`src/core/pdm_pkg.sv`:
```
// Purpose: constants for the pseudo-random pulse density modulator
// Assumes: one component clock, plain register port
// Notes:
`default_nettype none

package pdm_pkg;

  localparam int unsigned LFSR_W = 8;
  localparam int unsigned ADDR_W = 3;
  localparam int unsigned DATA_W = 32;

  localparam logic [ADDR_W-1:0] OFS_CTRL = 3'h0;
  localparam logic [ADDR_W-1:0] OFS_SEED = 3'h1;
  localparam logic [ADDR_W-1:0] OFS_SHADOW = 3'h2;
  localparam logic [ADDR_W-1:0] OFS_TAPS = 3'h3;
  localparam logic [ADDR_W-1:0] OFS_THR_A = 3'h4;
  localparam logic [ADDR_W-1:0] OFS_THR_B = 3'h5;

  localparam int unsigned CTRL_W = 3;
  localparam int unsigned BIT_RUN = 0;
  localparam int unsigned BIT_CMP_A = 1;
  localparam int unsigned BIT_CMP_B = 2;

  // compare select encoding: 0 is less-or-equal, 1 is greater-or-equal
  localparam logic CMP_LE = 1'b0;
  localparam logic CMP_GE = 1'b1;

  localparam logic FIXED_COMPARE_OPTION = 1'b0;
  localparam logic FIXED_CMP_A = CMP_LE;
  localparam logic FIXED_CMP_B = CMP_LE;

  localparam logic [CTRL_W-1:0] RST_CTRL = 3'h0;
  localparam logic [LFSR_W-1:0] RST_SEED = 8'h01;
  localparam logic [LFSR_W-1:0] RST_TAPS = 8'hb8;
  localparam logic [LFSR_W-1:0] RST_THR_A = 8'h80;
  localparam logic [LFSR_W-1:0] RST_THR_B = 8'h80;

endpackage : pdm_pkg

`default_nettype wire

```
`src/core/lfsr_pulse_density_modulator.sv`:
```
// Purpose: pseudo-random pulse density modulator with two density outputs
// Assumes: enable, reset and kill arrive from outside this clock domain
// Notes: register read data appear the cycle after the read strobe
`default_nettype none

module lfsr_pulse_density_modulator (
  input wire logic I_CLK,
  input wire logic I_RST_B,
  input wire logic [pdm_pkg::ADDR_W-1:0] I_ADDR,
  input wire logic [pdm_pkg::DATA_W-1:0] I_WDATA,
  input wire logic I_WR,
  input wire logic I_RD,
  output logic [pdm_pkg::DATA_W-1:0] O_RDATA,
  input wire logic I_ENABLE,
  input wire logic I_RESET,
  input wire logic I_KILL,
  output logic O_DENSITY_OUT_A,
  output logic O_DENSITY_OUT_B,
  output logic O_BITSTREAM
);

  // input synchronisers: bit 0 enable, bit 1 reset, bit 2 kill
  logic [2:0] sync1_q;
  logic [2:0] sync2_q;
  logic en_s;
  logic rst_s;
  logic kill_s;

  always_ff @(posedge I_CLK or negedge I_RST_B) begin
    if (!I_RST_B) begin
      sync1_q <= 3'h0;
      sync2_q <= 3'h0;
    end else begin
      sync1_q <= {I_KILL, I_RESET, I_ENABLE};
      sync2_q <= sync1_q;
    end
  end

  assign en_s = sync2_q[0];
  assign rst_s = sync2_q[1];
  assign kill_s = sync2_q[2];

  // register file state
  logic [pdm_pkg::CTRL_W-1:0] ctrl_q;
  logic [pdm_pkg::CTRL_W-1:0] ctrl_d;
  logic [pdm_pkg::LFSR_W-1:0] seed_q;
  logic [pdm_pkg::LFSR_W-1:0] seed_d;
  logic [pdm_pkg::LFSR_W-1:0] shadow_q;
  logic [pdm_pkg::LFSR_W-1:0] shadow_d;
  logic [pdm_pkg::LFSR_W-1:0] taps_q;
  logic [pdm_pkg::LFSR_W-1:0] taps_d;
  logic [pdm_pkg::LFSR_W-1:0] thr_a_q;
  logic [pdm_pkg::LFSR_W-1:0] thr_a_d;
  logic [pdm_pkg::LFSR_W-1:0] thr_b_q;
  logic [pdm_pkg::LFSR_W-1:0] thr_b_d;
  logic [pdm_pkg::DATA_W-1:0] rdata_q;
  logic [pdm_pkg::DATA_W-1:0] rdata_d;

  logic [pdm_pkg::LFSR_W-1:0] wval;
  logic run_en;
  logic sel_a;
  logic sel_b;
  logic [pdm_pkg::LFSR_W-1:0] step_val;
  logic wr_seed;

  assign wval = I_WDATA[pdm_pkg::LFSR_W-1:0];
  assign wr_seed = I_WR && (I_ADDR == pdm_pkg::OFS_SEED);

  // with the fixed compare option there is no control register at all
  always_comb begin
    if (pdm_pkg::FIXED_COMPARE_OPTION) begin
      run_en = 1'b1;
      sel_a = pdm_pkg::FIXED_CMP_A;
      sel_b = pdm_pkg::FIXED_CMP_B;
    end else begin
      run_en = ctrl_q[pdm_pkg::BIT_RUN];
      sel_a = ctrl_q[pdm_pkg::BIT_CMP_A];
      sel_b = ctrl_q[pdm_pkg::BIT_CMP_B];
    end
  end

  // galois step: shift right, fold taps in when the leaving bit is one
  always_comb begin
    step_val = seed_q >> 1;
    if (seed_q[0]) begin
      step_val = (seed_q >> 1) ^ taps_q;
    end
  end

  // next values of the register file and the running number
  always_comb begin
    ctrl_d = ctrl_q;
    seed_d = seed_q;
    shadow_d = shadow_q;
    taps_d = taps_q;
    thr_a_d = thr_a_q;
    thr_b_d = thr_b_q;
    // reset input is only honoured once started, and beats enable
    if (run_en && rst_s) begin
      seed_d = shadow_q;
    end else if (run_en && en_s) begin
      seed_d = step_val;
    end
    // a software write to the seed lands last and so overrides the sequence step
    if (I_WR) begin
      unique case (I_ADDR)
        pdm_pkg::OFS_CTRL: begin
          if (!pdm_pkg::FIXED_COMPARE_OPTION) begin
            ctrl_d = I_WDATA[pdm_pkg::CTRL_W-1:0];
          end
        end
        pdm_pkg::OFS_SEED: begin
          seed_d = wval;
          shadow_d = wval;
        end
        pdm_pkg::OFS_SHADOW: begin
          shadow_d = wval;
        end
        pdm_pkg::OFS_TAPS: begin
          taps_d = wval;
        end
        pdm_pkg::OFS_THR_A: begin
          thr_a_d = wval;
        end
        pdm_pkg::OFS_THR_B: begin
          thr_b_d = wval;
        end
        default: begin
        end
      endcase
    end
  end

  // read mux; narrow fields sit in the low bits, unmapped reads give zero
  always_comb begin
    rdata_d = '0;
    if (I_RD) begin
      unique case (I_ADDR)
        pdm_pkg::OFS_CTRL: begin
          if (!pdm_pkg::FIXED_COMPARE_OPTION) begin
            rdata_d = pdm_pkg::DATA_W'(ctrl_q);
          end
        end
        pdm_pkg::OFS_SEED: begin
          rdata_d = pdm_pkg::DATA_W'(seed_q);
        end
        pdm_pkg::OFS_SHADOW: begin
          rdata_d = pdm_pkg::DATA_W'(shadow_q);
        end
        pdm_pkg::OFS_TAPS: begin
          rdata_d = pdm_pkg::DATA_W'(taps_q);
        end
        pdm_pkg::OFS_THR_A: begin
          rdata_d = pdm_pkg::DATA_W'(thr_a_q);
        end
        pdm_pkg::OFS_THR_B: begin
          rdata_d = pdm_pkg::DATA_W'(thr_b_q);
        end
        default: begin
        end
      endcase
    end
  end

  always_ff @(posedge I_CLK or negedge I_RST_B) begin
    if (!I_RST_B) begin
      ctrl_q <= pdm_pkg::RST_CTRL;
      seed_q <= pdm_pkg::RST_SEED;
      shadow_q <= pdm_pkg::RST_SEED;
      taps_q <= pdm_pkg::RST_TAPS;
      thr_a_q <= pdm_pkg::RST_THR_A;
      thr_b_q <= pdm_pkg::RST_THR_B;
      rdata_q <= '0;
    end else begin
      ctrl_q <= ctrl_d;
      seed_q <= seed_d;
      shadow_q <= shadow_d;
      taps_q <= taps_d;
      thr_a_q <= thr_a_d;
      thr_b_q <= thr_b_d;
      rdata_q <= rdata_d;
    end
  end

  assign O_RDATA = rdata_q;

  // density outputs: one shared number, two thresholds, registered
  logic cmp_a;
  logic cmp_b;
  logic den_a_q;
  logic den_a_d;
  logic den_b_q;
  logic den_b_d;

  always_comb begin
    if (sel_a == pdm_pkg::CMP_GE) begin
      cmp_a = seed_q >= thr_a_q;
    end else begin
      cmp_a = seed_q <= thr_a_q;
    end
    if (sel_b == pdm_pkg::CMP_GE) begin
      cmp_b = seed_q >= thr_b_q;
    end else begin
      cmp_b = seed_q <= thr_b_q;
    end
  end

  always_comb begin
    den_a_d = den_a_q;
    den_b_d = den_b_q;
    if (kill_s) begin
      den_a_d = 1'b0;
      den_b_d = 1'b0;
    end else if (run_en) begin
      den_a_d = cmp_a;
      den_b_d = cmp_b;
    end
  end

  always_ff @(posedge I_CLK or negedge I_RST_B) begin
    if (!I_RST_B) begin
      den_a_q <= 1'b0;
      den_b_q <= 1'b0;
    end else begin
      den_a_q <= den_a_d;
      den_b_q <= den_b_d;
    end
  end

  assign O_DENSITY_OUT_A = den_a_q;
  assign O_DENSITY_OUT_B = den_b_q;
  assign O_BITSTREAM = seed_q[0];
endmodule : lfsr_pulse_density_modulator

`default_nettype wire

```
`config.mk`:
```
export PLATFORM = sky130hd
export DESIGN_NAME = lfsr_pulse_density_modulator
export DESIGN_NICKNAME = d
export VERILOG_FILES = /design/src/core/pdm_pkg.sv /design/src/core/lfsr_pulse_density_modulator.sv
export SDC_FILE = /design/constraint.sdc
export NUM_CORES = 1
export LEC_CHECK = 0
export BUFFER_PORTS_ARGS = -buffer_cell sky130_fd_sc_hd__buf_2
export CAP_MARGIN = 0
export CORE_UTILIZATION = 49
export DETAILED_ROUTE_END_ITERATION = 10
export PLACE_DENSITY = 0.8
export SYNTH_ARGS = -nofsm -noshare
export SYNTH_HDL_FRONTEND = slang
export SYNTH_SLANG_ARGS = --single-unit
```
`constraint.sdc`:
```
create_clock -name I_CLK -period 1.8 [get_ports I_CLK]
set_input_delay 0.27 -clock I_CLK [delete_from_list [all_inputs] [get_ports I_CLK]]
set_output_delay 0.27 -clock I_CLK [all_outputs]
set_load 0.1 [all_outputs]
```
* Word level (Yosys, flattened, before mapping)
Index checks and enable logic that the tools add are counted.
** Word-level totals
- Input bits :: 42
- Logic and storage cells :: 44
- Bits in registers :: 83
- Output and inout port bits :: 35
** Cells by class
- Bitwise logic cells :: 1
- Reduce and logical (&&, ||, !) cells :: 10
- Eq/ne operators :: 5
- Order comparisons :: 4
- Multiplexer cells :: 13
** Operators with widths (number)
- 8-bit 2-to-1 mux :: 6
- 8-bit one-hot mux with 6 select lines :: 1
- 8-bit >= comparator :: 2
- 8-bit <= comparator :: 2
- 2-bit AND reduction :: 5
- 7-bit by 8-bit bitwise XOR with 8-bit output :: 1
- 3-bit by 2-bit equality test with 1-bit output, second input constant :: 2
- 3-bit equality test, second input constant :: 2
- 1-bit 2-to-1 mux :: 6
- 3-bit by 1-bit equality test with 1-bit output, second input constant :: 1
- 3-bit zero test :: 1
- 1-bit logical AND :: 2
- 2-bit nonzero test :: 1
- 2-bit OR reduction :: 1

* Longest topological paths before layout
- Word-level depth :: 6
- Depth in mapped cells :: 8
- Depth with buffers taken out :: 7

* Least setup slack after synthesis
Ideal clock, no wire load.
- Kind :: register to register
- Start :: reg seed_q[0] (netlist name)
- End :: reg den_a_q (netlist: O_DENSITY_OUT_A)
- Stages on the path, launching flop included :: 9
- Required time :: 1676 ps
- Clock period less this slack :: 2161 ps
- Buffers on the path :: 1
- Slack :: -361 ps
- Arrival :: 2037 ps
- Setup time :: 124 ps
- Path through :: dfstp_2 buf_2 inv_1 ha_1 nor2b_1 o211ai_1 a21oi_1 nor3_1 o31a_1
** On the way
- Longest elaborated chain between the ends :: 4
- Elaborated cells on any way between the ends :: 5
- Those cells by class :: order compare (2); mux (3)
** Ends and longest elaborated chain
- from (decl) :: line lfsr_pulse_density_modulator.sv:46 : logic [pdm_pkg::LFSR_W-1:0] seed_q;
- from (signal assigned) :: line lfsr_pulse_density_modulator.sv:168 : seed_q <= pdm_pkg::RST_SEED;
- 8-bit <= comparator or 8-bit >= comparator (tied branches) :: line lfsr_pulse_density_modulator.sv:199, lfsr_pulse_density_modulator.sv:197
- 1-bit 2-to-1 mux * :: line lfsr_pulse_density_modulator.sv:196 : if (sel_a == pdm_pkg::CMP_GE) begin
- 1-bit 2-to-1 mux * :: line lfsr_pulse_density_modulator.sv:214 : end else if (run_en) begin
- 1-bit 2-to-1 mux * :: line lfsr_pulse_density_modulator.sv:211 : if (kill_s) begin
- to (signal assigned) :: line lfsr_pulse_density_modulator.sv:225 : den_a_q <= den_a_d;
- to (decl) :: line lfsr_pulse_density_modulator.sv:190 : logic den_a_q;
Mark *: on every way between the ends. The rest lies on a longest branch, timed or not. The select of a mux whose other input is x is not followed.
A chain may end at the register's enable or synchronous reset.

* Final worst setup path
- Start :: reg seed_q[5] (netlist name)
- End :: reg den_b_q (netlist: O_DENSITY_OUT_B)
** On the way
- Longest elaborated chain between the ends :: 4
- Elaborated cells on any way between the ends :: 5
- Those cells by class :: order compare (2); mux (3)
** Ends and longest elaborated chain
- 8-bit <= comparator or 8-bit >= comparator (tied branches) :: line lfsr_pulse_density_modulator.sv:204, lfsr_pulse_density_modulator.sv:202
- 1-bit 2-to-1 mux * :: line lfsr_pulse_density_modulator.sv:201 : if (sel_b == pdm_pkg::CMP_GE) begin
- 1-bit 2-to-1 mux * :: line lfsr_pulse_density_modulator.sv:214
- 1-bit 2-to-1 mux * :: line lfsr_pulse_density_modulator.sv:211
- to (signal assigned) :: line lfsr_pulse_density_modulator.sv:226 : den_b_q <= den_b_d;
- to (decl) :: line lfsr_pulse_density_modulator.sv:192 : logic den_b_q;
Marked as above.

==> impl_metrics.env <==
export IMPL_synthFlopType="dfrtp_1"
export IMPL_worst_pin_slew_ns=0.5028
export IMPL_vias_per_cell=5.403
export IMPL_cts_reportedPaths_clkPinSlew_ns=0.06
export IMPL_vdd_drop_max_uv=608.0
export IMPL_reg2regPathDepth=6
export IMPL_timing_fmax_ghz=0.5665
export IMPL_hold_end="sync1_q[0]"
export IMPL_antenna_found_initial=0
export IMPL_worstSetupPathType="flop to flop"
export IMPL_wl_per_cell_um=16.29
export IMPL_via_count=2480
export IMPL_mostFrequentLayoutCell="dfrtp_1"
export IMPL_timing_rr_start="seed_q[5]"
export IMPL_reg2reg_setup_slack_ns=0.03
export IMPL_cts_tree="built"
export IMPL_met2WireLength_um=3735
export IMPL_critPathCaptureType="flop"
export IMPL_whs_path_depth=1
export IMPL_gp_congestion=0.9222
export IMPL_min_from="I_ENABLE"
export IMPL_ys_ff_latch=59
export IMPL_syn_area_um2=3436
export IMPL_ant_nets=0
export IMPL_finalMaxSlewViolations=0
export IMPL_multi_input_area_um2=1758
export IMPL_drc=1
export IMPL_cpPeakStageDelay_ns=0.48
export IMPL_die_area_um2=7350
export IMPL_timing_critical_path_slowest_stage_cell="dfrtp_2"
export IMPL_num_rows=30
export IMPL_worstPathArrival_ns=1.99
export IMPL_yosys_warnings=0
export IMPL_seqCellArea_um2=1493
export IMPL_tritoncts_num_buffers=9
export IMPL_avgSynthCellArea_um2=10.74
export IMPL_fin_tns_setup_ns=0
export IMPL_r2r_end="O_DENSITY_OUT_B"
export IMPL_fp_dieH_um=85.74
export IMPL_coreArea_um2=6794
export IMPL_cts_buffer_depth=2
export IMPL_diodes=0
export IMPL_n_fill_cell=575
export IMPL_wl_um=7479
export IMPL_start_util_pct=50.57
export IMPL_finalHoldViolCount=0
export IMPL_grt_start_max_net_pins=39
export IMPL_violations="design-rule violations"
export IMPL_die_w_um=85.74
export IMPL_slew_headroom_pct=66.48
export IMPL_top_layer="met4"
export IMPL_critPathLaunchType="flop"
export IMPL_worst_slack_ns=0.03472
export IMPL_insertion_delay_ns=0.34
export IMPL_wl_met1_um=3081
export IMPL_critPathRequiredTime_ns=2.03
export IMPL_setup_viol=0
export IMPL_cts_setup_buffers=0
export IMPL_status="finished with violations"
export IMPL_min_period_over_period_pct=98.07
export IMPL_clock_root_buffer="clkbuf_8"
export IMPL_dp_hpwl_um=5300
export IMPL_grt_overflow=0
export IMPL_detail_route_iter0_violations=116
export IMPL_clock_sinks=59
export IMPL_drive_above_1_share_pct=33.61
export IMPL_synth_seq_area_share_pct=43.26
export IMPL_drt_first_pass_iters=8
export IMPL_min_period_ns=1.765
export IMPL_wl_met3_um=533
export IMPL_p_leak_nw=1.764
export IMPL_final_util_pct=57.50
export IMPL_grt_pass1_wl_um=11940
export IMPL_port_buffers=28
export IMPL_cp_cell_sequence="ha_1 > nand3_1 > nand2_1 > a21o_1 > o21a_1 > o31a_1"
export IMPL_drv_cap=0
export IMPL_power_density_nw_per_um2=1387
export IMPL_pre_cts_ws_ns=0.05126
export IMPL_final_cells=459
export IMPL_grt_pass1_vias=2403
export IMPL_ys_async_sr_fraction_pct=100.0
export IMPL_synth_edff_count=0
export IMPL_boundaryPins=77
export IMPL_h_tree_depth=3
export IMPL_netlist_cell_type_count=50
export IMPL_hold_class="primary input to flop"
export IMPL_layout_common_cells="dfrtp_1, mux2_2, nand2_1"
export IMPL_fin_nets=416
export IMPL_syn2layout_area_growth_pct=13.69
export IMPL_synthCells=320
export IMPL_critical_path_max_fanout=5
export IMPL_track_usage_pct=22.13
export IMPL_dp_cells=442
export IMPL_skew_ns=0.005968
logic make-up after synthesis:
| kind of cell | Yosys count | share of synthesized area [%] |
|---|---|---|
| buffers and inverters | 55 | 10.27 |
| adder cells (fa/ha/maj) | 16 | 5.827 |
| flip-flops | 59 | 43.26 |
| multiplexers | 43 | 14.46 |
| AND/OR/NAND/NOR | 75 | 11.73 |
| other | 1 | 0.1091 |
| AO/OA/AOI/OAI | 64 | 12.35 |
| XOR/XNOR | 7 | 2.003 |
metrics by stage:
| stage | area, µm² | hold WS [ns] | power, W |
|---|---|---|---|
| after floorplan | 3560 | -0.02559 | 0.003582 |
| after global placement | 3646 | 0.2693 | 0.003973 |
| after detailed placement | 3646 | 0.2714 | 0.004056 |
| after CTS | 3854 | 0.01272 | 0.005324 |
| after global routing | 3906 | 0.01433 | 0.005730 |
| final | 3906 | 0.03059 | 0.005418 |
final cells by class:
type                            count  area share (%)
Clock buffer                       14           4.164
Clock inverter                      2          0.8969
Sequential cell                    59           38.21
Timing Repair Buffer               41           6.855
Inverter                           18           1.794
Multi-Input combinational cell    229           45.00
Tap cell                           96           3.075
Yosys cell counts, types with 2 or more instances:
| cell type | instances | area [µm²] |
|---|---|---|
| nor2_4 | 2 | 22.52 |
| mux4_2 | 2 | 45.04 |
| o21ai_0 | 13 | 65.06 |
| o21ai_1 | 4 | 20.02 |
| dfstp_2 | 8 | 210.2 |
| nor2b_1 | 3 | 18.77 |
| o211ai_1 | 2 | 15.01 |
| o31a_1 | 2 | 17.52 |
| mux2i_1 | 8 | 80.08 |
| o21a_1 | 4 | 30.03 |
| a211oi_1 | 4 | 30.03 |
| nor3_1 | 3 | 15.01 |
| dfrtp_1 | 51 | 1276 |
| nand3_1 | 3 | 15.01 |
| a211oi_2 | 3 | 37.54 |
| buf_2 | 5 | 25.02 |
| xor2_1 | 6 | 52.55 |
| nor2_1 | 13 | 48.80 |
| o22a_1 | 4 | 35.03 |
| o22ai_1 | 2 | 12.51 |
| nand2_1 | 31 | 116.4 |
| nand4_1 | 5 | 31.28 |
| a21o_1 | 2 | 15.01 |
| mux2_2 | 32 | 360.4 |
| inv_1 | 18 | 67.56 |
| nor2_2 | 3 | 18.77 |
| buf_6 | 2 | 22.52 |
| ha_1 | 16 | 200.2 |
| a22oi_1 | 4 | 30.03 |
| buf_4 | 29 | 217.7 |
| and2_1 | 3 | 18.77 |
| a21oi_1 | 15 | 75.07 |
worst max path at each step:
stage | slack, ns | from | end
CTS | 0.02 | seed_q[6] | O_DENSITY_OUT_A
floorplan | -0.10 | seed_q[0] | O_DENSITY_OUT_A
global placement | 0.10 | seed_q[6] | O_DENSITY_OUT_A
detailed placement | 0.05 | seed_q[6] | O_DENSITY_OUT_A
global route | -0.02 | seed_q[5] | O_DENSITY_OUT_B
finish | 0.03 | seed_q[5] | O_DENSITY_OUT_B
metal layers:
metal	vias up	GRT usage (%)
met4	0	10.91
met1	1236	28.54
met2	87	34.91
met3	12	5.486
met5	-	0
li1	1145	-
report_power, final:
part | total (W) | leakage, nW | switching [W] | internal (W)
logic | 0.00223 | 0.956 | 0.00137 | 0.000866
registers | 0.00197 | 0.707 | 0.000308 | 0.00166
clock network | 0.00122 | 0.101 | 0.000503 | 0.000714
flip-flops by register name, summed over array words and instances, names as in the netlist:
signal,cells
O_RDATA,8
ctrl_q,3
O_DENSITY_OUT_B,1
O_DENSITY_OUT_A,1
shadow_q,8
taps_q,8
sync1_q,3
thr_b_q,8
sync2_q,3
thr_a_q,8
seed_q,8
critical path, delay by kind of cell, from the launching register on:
family | cells | cell delay (ns)
flip-flops | 1 | 0.48
AND/OR/NAND/NOR | 2 | 0.16
adder cells (fa/ha/maj) | 1 | 0.35
AO/OA/AOI/OAI | 3 | 0.67
repair_timing:
item | CTS | global route
gates resized for setup | 0 | 7
hold buffers | 1 | 0
endpoints found under the hold margin | 19 | 0
endpoints found under the setup margin | 0 | 2
Note: power is estimated with default switching activity, not from simulation.
